### config.mk
export PLATFORM = sky130hd
export DESIGN_NAME = tm0_timer
export DESIGN_NICKNAME = d
export VERILOG_FILES = /design/src/tm0_pkg.sv /design/src/tm0_timer.sv
export VERILOG_INCLUDE_DIRS = /design/src /design/src/src
export SDC_FILE = /design/constraint.sdc
export NUM_CORES = 1
export LEC_CHECK = 0
export ABC_CLOCK_PERIOD_IN_PS = 7200
export CELL_PAD_IN_SITES_DETAIL_PLACEMENT = 0
export CELL_PAD_IN_SITES_GLOBAL_PLACEMENT = 1
export CORE_UTILIZATION = 39
export DETAILED_ROUTE_END_ITERATION = 16
export DONT_BUFFER_PORTS = 1
export PLACE_DENSITY_LB_ADDON = 0.1
export SLEW_MARGIN = 20
export SYNTH_ARGS = -nofsm -noshare
export SYNTH_HDL_FRONTEND = slang
export SYNTH_SLANG_ARGS = --single-unit
### constraint.sdc
create_clock -name pclk -period 7.2 [get_ports pclk]
set_input_delay 1.08 -clock pclk [delete_from_list [all_inputs] [get_ports pclk]]
set_output_delay 1.08 -clock pclk [all_outputs]
set_load 0.005 [all_outputs]
### src/tm0_cfg.svh
// constants of the 8-bit timer control and compare block: offsets, bits, resets
// assumes inclusion by bare name from the design module and the testbench
`ifndef TM0_CFG_SVH
`define TM0_CFG_SVH

// apb byte offsets of the register words
`define TM0_ADDR_CTRL 8'h00
`define TM0_ADDR_COUNT 8'h04
`define TM0_ADDR_CMP 8'h08
`define TM0_ADDR_FLAGS 8'h0C
`define TM0_ADDR_CFG 8'h10

// control register field positions
`define TM0_BIT_FORCE 7
`define TM0_BIT_WGM_LO 6
`define TM0_BIT_COM_HI 5
`define TM0_BIT_COM_LO 4
`define TM0_BIT_WGM_HI 3
`define TM0_BIT_CS_HI 2

// flag and config bit positions
`define TM0_BIT_OVF 0
`define TM0_BIT_CMP 1
`define TM0_BIT_ASYNC 0

// counter limits and reset values
`define TM0_MAX 8'hFF
`define TM0_BOTTOM 8'h00
`define TM0_RST_BYTE 8'h00
`define TM0_PRESC_W 10

`endif

### src/tm0_pkg.sv
// types shared by the timer control and compare block
// assumes the constants header is on the include path
package tm0_pkg;

  // waveform modes, binary codes written out
  typedef enum logic [1:0] {
    TM0_NORMAL = 2'b00,
    TM0_PC_PWM = 2'b01,
    TM0_CLEAR_ON_MATCH = 2'b10,
    TM0_FAST_PWM = 2'b11
  } tm0_wgm_type;

  // counting direction, only phase-correct uses down
  typedef enum logic {
    TM0_UP = 1'b0,
    TM0_DOWN = 1'b1
  } tm0_dir_type;

  // apb request from the master
  typedef struct packed {
    logic psel;
    logic penable;
    logic pwrite;
    logic [7:0] paddr;
    logic [31:0] pwdata;
  } tm0_apb_req_type;

  // apb answer to the master
  typedef struct packed {
    logic [31:0] prdata;
    logic pready;
    logic pslverr;
  } tm0_apb_rsp_type;

  // the whole state of the block
  typedef struct packed {
    tm0_wgm_type wgm;
    logic [1:0] com;
    logic [2:0] cs;
    logic [7:0] count;
    logic [7:0] cmp_act;
    logic [7:0] cmp_buf;
    tm0_dir_type dir;
    logic oc;
    logic ovf;
    logic cmf;
    logic blk;
    logic async_sel;
    logic [2:0] sync;
    logic osc_lvl;
    logic [9:0] presc;
    logic [31:0] rdata;
  } tm0_state_type;

endpackage

### src/tm0_timer.sv
// 8-bit timer control and compare block with apb register access
// assumes an apb master on pclk; the port direction bit lives outside
//
// The address map and the APB register port were chosen for this implementation.
`include "tm0_cfg.svh"

module tm0_timer
  import tm0_pkg::*;
(
  // clock and reset
  input wire logic pclk,
  input wire logic presetn,
  // register bus
  input wire tm0_apb_req_type apb_req,
  output tm0_apb_rsp_type apb_rsp,
  // timer oscillator, asynchronous to pclk
  input wire logic timer_osc_in,
  // compare output toward the port
  output logic compare_output_pin,
  output logic compare_output_override,
  // event flags toward the interrupt unit
  output logic overflow_flag,
  output logic compare_match_flag
);

  tm0_state_type q; // registered state
  tm0_state_type n; // next state

  // true for the register words that exist
  function automatic logic addr_ok(input logic [7:0] a);
    addr_ok = (a == `TM0_ADDR_CTRL) || (a == `TM0_ADDR_COUNT) ||
              (a == `TM0_ADDR_CMP) || (a == `TM0_ADDR_FLAGS) ||
              (a == `TM0_ADDR_CFG);
  endfunction

  // prescaler tap for a clock select value; counter value before increment
  function automatic logic tap_hit(input logic [2:0] cs, input logic [9:0] p);
    case (cs)
      3'h1: tap_hit = 1'b1;           // undivided source
      3'h2: tap_hit = &p[2:0];        // divide by 8
      3'h3: tap_hit = &p[4:0];        // divide by 32
      3'h4: tap_hit = &p[5:0];        // divide by 64
      3'h5: tap_hit = &p[6:0];        // divide by 128
      3'h6: tap_hit = &p[7:0];        // divide by 256
      3'h7: tap_hit = &p[9:0];        // divide by 1024
      default: tap_hit = 1'b0;        // stopped
    endcase
  endfunction

  // true for the two pwm modes
  function automatic logic is_pwm(input tm0_wgm_type m);
    is_pwm = (m == TM0_PC_PWM) || (m == TM0_FAST_PWM);
  endfunction

  // output after a match action: up selects the clear-on-10 sense
  function automatic logic match_act(input logic [1:0] com, input logic up,
                                     input logic cur);
    case (com)
      2'b10: match_act = ~up;
      2'b11: match_act = up;
      default: match_act = cur;
    endcase
  endfunction

  // bus phase decode
  logic setup_ph; // first cycle of a transfer
  logic wr_en; // write takes effect this edge
  assign setup_ph = apb_req.psel & ~apb_req.penable;
  assign wr_en = apb_req.psel & apb_req.penable & apb_req.pwrite &
                 addr_ok(apb_req.paddr);

  // zero-wait slave: answer in the first access cycle
  always_comb begin
    apb_rsp.pready = apb_req.psel & apb_req.penable;
    apb_rsp.pslverr = apb_req.psel & apb_req.penable & ~addr_ok(apb_req.paddr);
    apb_rsp.prdata = q.rdata;
  end

  // pin and flag outputs straight from state flops
  assign compare_output_pin = q.oc;
  assign compare_output_override = |q.com;
  assign overflow_flag = q.ovf;
  assign compare_match_flag = q.cmf;

  // next-state logic: timer step, then software writes on top
  always_comb begin
    logic src_tick; // one source clock event
    logic tmr_en; // timer clock enable
    logic at_top; // counter at top this tick
    logic match; // live compare match
    logic up_eff; // direction a match acts in
    logic set_ovf; // overflow event
    logic set_cmf; // compare event
    logic [7:0] top_val; // top for the mode
    logic [7:0] wd; // written byte
    logic [7:0] ctrl_rd; // control as read back
    logic [7:0] cur_ocr; // compare value in use
    n = q;
    src_tick = 1'b1;
    tmr_en = 1'b0;
    at_top = 1'b0;
    match = 1'b0;
    up_eff = 1'b1;
    set_ovf = 1'b0;
    set_cmf = 1'b0;
    top_val = `TM0_MAX;
    wd = apb_req.pwdata[7:0];
    ctrl_rd = `TM0_RST_BYTE;
    cur_ocr = q.cmp_act;

    // oscillator: three flops, a level counts once stages two and three agree
    n.sync = {q.sync[1:0], timer_osc_in};
    if (q.sync[1] == q.sync[2]) begin
      n.osc_lvl = q.sync[2];
    end
    // async mode counts rising oscillator edges instead of pclk cycles
    if (q.async_sel) begin
      src_tick = (q.sync[1] == q.sync[2]) & q.sync[2] & ~q.osc_lvl;
    end

    // prescaler runs on source events; the tap gives the enable
    if (src_tick) begin
      n.presc = q.presc + 10'h001;
    end
    tmr_en = src_tick & tap_hit(q.cs, q.presc);

    // top of the sequence
    if (q.wgm == TM0_CLEAR_ON_MATCH) begin
      top_val = q.cmp_act;
    end
    at_top = (q.count == top_val);

    // compare every cycle; a counter write blocks the next tick's match
    match = (q.count == q.cmp_act) & ~q.blk;

    if (tmr_en) begin
      n.blk = 1'b0;
      set_cmf = match;
      case (q.wgm)
        TM0_NORMAL: begin
          n.count = q.count + 8'h01;
          set_ovf = (q.count == `TM0_MAX);
          if (match && q.com != 2'b00) begin
            n.oc = (q.com == 2'b01) ? ~q.oc : match_act(q.com, 1'b1, q.oc);
          end
        end
        TM0_CLEAR_ON_MATCH: begin
          // return to zero on the tick after the match value is reached
          n.count = at_top ? `TM0_BOTTOM : q.count + 8'h01;
          set_ovf = (q.count == `TM0_MAX);
          if (match && q.com != 2'b00) begin
            n.oc = (q.com == 2'b01) ? ~q.oc : match_act(q.com, 1'b1, q.oc);
          end
        end
        TM0_FAST_PWM: begin
          n.count = q.count + 8'h01;
          set_ovf = at_top;
          if (at_top) begin
            n.cmp_act = q.cmp_buf;
          end
          // compare at top with the high mode bit set: only the top action
          if (match && !(q.com[1] && q.cmp_act == `TM0_MAX)) begin
            n.oc = match_act(q.com, 1'b1, q.oc);
          end
          // the top action is the opposite of the match action
          if (at_top) begin
            n.oc = match_act(q.com, 1'b0, n.oc);
          end
        end
        TM0_PC_PWM: begin
          // up to max, turn at max without a hold tick, down to bottom
          if (q.dir == TM0_UP) begin
            if (at_top) begin
              n.count = `TM0_MAX - 8'h01;
              n.dir = TM0_DOWN;
              n.cmp_act = q.cmp_buf;
            end else begin
              n.count = q.count + 8'h01;
            end
          end else begin
            if (q.count == `TM0_BOTTOM) begin
              n.count = q.count + 8'h01;
              n.dir = TM0_UP;
              set_ovf = 1'b1;
            end else begin
              n.count = q.count - 8'h01;
            end
          end
          // a match at bottom belongs to the rising slope
          up_eff = (q.dir == TM0_UP) | (q.count == `TM0_BOTTOM);
          if (match && !(q.com[1] && q.cmp_act == `TM0_MAX)) begin
            n.oc = match_act(q.com, up_eff, q.oc);
          end
          if (at_top && q.com[1] && q.cmp_act == `TM0_MAX) begin
            n.oc = match_act(q.com, 1'b0, q.oc);
          end
        end
        default: begin
          n.count = q.count;
        end
      endcase
    end

    // software writes land at the access edge and win over the timer step
    if (wr_en) begin
      case (apb_req.paddr)
        `TM0_ADDR_CTRL: begin
          n.wgm = tm0_wgm_type'({wd[`TM0_BIT_WGM_HI], wd[`TM0_BIT_WGM_LO]});
          n.com = wd[`TM0_BIT_COM_HI:`TM0_BIT_COM_LO];
          n.cs = wd[`TM0_BIT_CS_HI:0];
          // strobe: not stored, acts with the mode bits of this same write
          if (wd[`TM0_BIT_FORCE] && !is_pwm(n.wgm) && n.com != 2'b00) begin
            n.oc = (n.com == 2'b01) ? ~q.oc : match_act(n.com, 1'b1, q.oc);
          end
        end
        `TM0_ADDR_COUNT: begin
          n.count = wd;
          n.blk = 1'b1;
        end
        `TM0_ADDR_CMP: begin
          n.cmp_buf = wd;
          if (!is_pwm(q.wgm)) begin
            n.cmp_act = wd;
          end
        end
        `TM0_ADDR_CFG: begin
          n.async_sel = wd[`TM0_BIT_ASYNC];
        end
        default: begin
          n.count = n.count;
        end
      endcase
    end

    // sticky flags: write one clears, a same-cycle event wins
    if (wr_en && apb_req.paddr == `TM0_ADDR_FLAGS) begin
      n.ovf = q.ovf & ~wd[`TM0_BIT_OVF];
      n.cmf = q.cmf & ~wd[`TM0_BIT_CMP];
    end
    n.ovf = n.ovf | set_ovf;
    n.cmf = n.cmf | set_cmf;

    // read data is captured in the setup cycle, so count is one cycle old
    ctrl_rd = {1'b0, q.wgm[0], q.com, q.wgm[1], q.cs};
    if (q.wgm == TM0_NORMAL) begin
      cur_ocr = q.cmp_buf;
    end
    if (setup_ph) begin
      case (apb_req.paddr)
        `TM0_ADDR_CTRL: n.rdata = {24'h000000, ctrl_rd};
        `TM0_ADDR_COUNT: n.rdata = {24'h000000, q.count};
        `TM0_ADDR_CMP: n.rdata = {24'h000000, q.cmp_buf};
        `TM0_ADDR_FLAGS: n.rdata = {30'h00000000, q.cmf, q.ovf};
        `TM0_ADDR_CFG: n.rdata = {31'h00000000, q.async_sel};
        default: n.rdata = 32'h00000000;
      endcase
    end
  end

  // one register for the whole state; reset clears everything
  always_ff @(posedge pclk or negedge presetn) begin
    if (!presetn) begin
      q <= '0;
    end else begin
      q <= n;
    end
  end

endmodule // tm0_timer

==> reports/results.ini <==
[status]
status = finished clean

[global_route]
grt-ovfl-total = 0
antenna_found_initial = 0
grt_pass1_wl_um = 18400
grt_pass1_vias = 3376
grt_max_degree = 60
grt_util_all_layers = 0.211

[critical_path]
worst-r2r-cell-count = 7
path_buf_inv = 1
r2r_start = q[68]
r2r_slack_ps = 3870
cp_cell_sequence = inv_1 > a221o_1 > nor3_2 > o21a_1 > a21oi_1 > a41oi_1 > a31oi_1
crit_family = compound AO/OA/AOI/OAI gates
max_stage_delay_ps = 870
startpoint_type = register
setup.worst_path.end_class = register
slowest_stage = o21a_1
worst-path-max-fanout = 20
crit_type = reg2reg
timing.rr.end = q[73]
crit_required_ps = 7400
cp.arrival_ps = 3530

[yosys]
synthCells = 469
synth_cell_types = 70
netlist_area_um2 = 4280
ys_ff_latch = 59
synth_edf_count = 0
synth.top_cell.area_share = 0.345
ys_top_cells_by_area = dfrtp_1, buf_4, mux2_2
synth_most_common_cell = dfrtp_1
ys_seq_area_frac = 0.345
synth_flop_cell = dfrtp_1
synth.avg_cell_area_um2 = 9.13
ys_warn_count = 0
postSynth.asyncResetShare = 1.00
synth_area_leader_cell = dfrtp_1
ys_top_cells_by_count = dfrtp_1, nand2_1, buf_4

[floorplanning]
initial_core_util = 0.408
fp-row-count = 37
design.die.area_um2 = 11400
core_area_um2 = 10500
fp.dieW_um = 107
pin_count = 84
die_h_um = 107

[sta]
final.setup.tns_ps = 0
period_share = 0.462
timing.fmax_mhz = 301
hold_viol_final = 0
relSlewSlack = 0.314
final.min_clock_period_ps = 3330
rsz0062_at_grt = no
slew_violations = 0
fin_skew_ps = 5.84
worst_slew_pin_slew_ps = 1030
setup_violations = 0

[clocking]
htree_levels = 3
ctsResizeCount = 0
clock_path_buffers = 2
clk-insertion-delay-late_ps = 340
cts_tree = done
cts_inserted_buffers = 9
cts_sinks = 59
hold_buffers = 0
root_buffer = clkbuf_8
post_cts_buffers = 0
path_clk_slew_ps = 70

[route]
vias = 3415
ant_nets = 0
via_per_inst = 5.85
wire_per_inst_um = 19.6
drt_iter0_markers = 187
drt-total-wl_um = 11500
drcViolationCount = 0
first_pass_iters = 4

[placement]
place_inst = 568
port_buffers = 0
gp_congestion = 0.824
hpwlAfterDp_um = 7940

[hold_path]
worstHoldPathType = reg2reg
holdCritStartpoint = n[44]
min_to = n[45]
hold_depth = 0

[power_and_ir_drop]
pwr-share-comb = 0.196
p_clk_frac = 0.358
peakVddDrop_mv = 0.132
total_power_mw = 1.01
intPower_mw = 0.692
leakage_nw = 1.83
switchingPower_mw = 0.316
seqPwrFrac = 0.446
sw_frac_of_total = 0.314
power.density_nw_per_um2 = 229

[final_layout]
area_growth_pct = 2.77
final_cells = 584
n_antenna_cell = 0
nets = 500
multiInputGateArea_um2 = 2440
regArea_um2 = 1480
drive_gt1_frac = 0.141
fill_cells = 1086

[flow_run]
maxCapViolCount = 0

power groups by stage:
stage	clock network [mW]	logic [mW]	registers, mW
floorplan	0	0.208	0.411
global placement	0	0.195	0.454
detailed placement	0	0.196	0.454
CTS	0.372	0.198	0.448
global route	0.390	0.224	0.456
finish	0.361	0.198	0.449
stage by stage:
step                       util  setup WS (ps)  area (um2)  hold WS (ps)
after floorplan               -           4200        4370           331
after global placement    0.396           3640        4160           348
after detailed placement  0.396           3590        4170           346
after CTS                 0.419           3930        4400           375
after global routing      0.419           3680        4400           378
final                     0.419           3870        4400           365
worst reg2reg max path, stage by stage (launching register included):
cell and delay, ps:
dfrtp_1 600, inv_1 180, a221o_1 440, nor3_2 340, o21a_1 870, a21oi_1 360
a41oi_1 300, a31oi_1 100
cells by family after synthesis:
family / after synthesis / share of synthesized area
DFF: 59 / 0.345
xor gates and xnor gates: 16 / 0.0345
other: 1 / 0.000875
adders and majority gates: 11 / 0.0321
and+or+nand+nor: 148 / 0.186
buffers and inverters: 79 / 0.107
AOI/OAI and AO/OA: 121 / 0.205
muxes: 34 / 0.0902
area by class of cell:
class,instances,area share
Multi-Input combinational cell,354,0.555
Sequential cell,59,0.335
Tap cell,136,0.0386
Clock buffer,13,0.0384
Clock inverter,3,0.0156
Inverter,18,0.0153
Timing Repair Buffer,1,0.00171
how the worst max path moves through the flow:
stage	depth (start not counted)	slack, ps	end	from
final	7	3870	q[73]	q[68]
after global routing	7	3680	q[73]	q[68]
after global placement	7	3640	q[64]	apb_req[33]
after floorplan	7	4200	q[64]	apb_req[33]
after CTS	7	3930	q[73]	q[68]
after detailed placement	7	3590	q[66]	apb_req[33]
registers in the layout, indices dropped and copies added (netlist names):
signal              count
q                      46
overflow_flag           1
apb_rsp                 8
n                       2
compare_output_pin      1
compare_match_flag      1
cells in the final DEF, fill, tap and decap left out, drive strengths merged, types with 11 or more instances in the layout:
master	synthesis	layout
nand3	16	16
clkbuf	13	13
mux2	17	17
nor2	23	23
inv	17	17
mux2i	15	15
dfrtp	59	59
o21ai	29	29
ha	11	11
a21oi	19	19
xnor2	13	13
nand2	45	45
nor2b	12	12
conb	1	24
routing by layer:
metal / share of wire / up-vias / global-route usage / wire length [um]
li1: - / 1602 / - / -
met1: 0.48 / 1685 / 0.293 / 5540
met2: 0.45 / 113 / 0.325 / 5150
met3: 0.054 / 15 / 0.0523 / 624
met4: 0.013 / 0 / 0.0577 / 152
met5: 0 / - / 0 / 0
No activity file was read; power rests on OpenSTA's default activity.
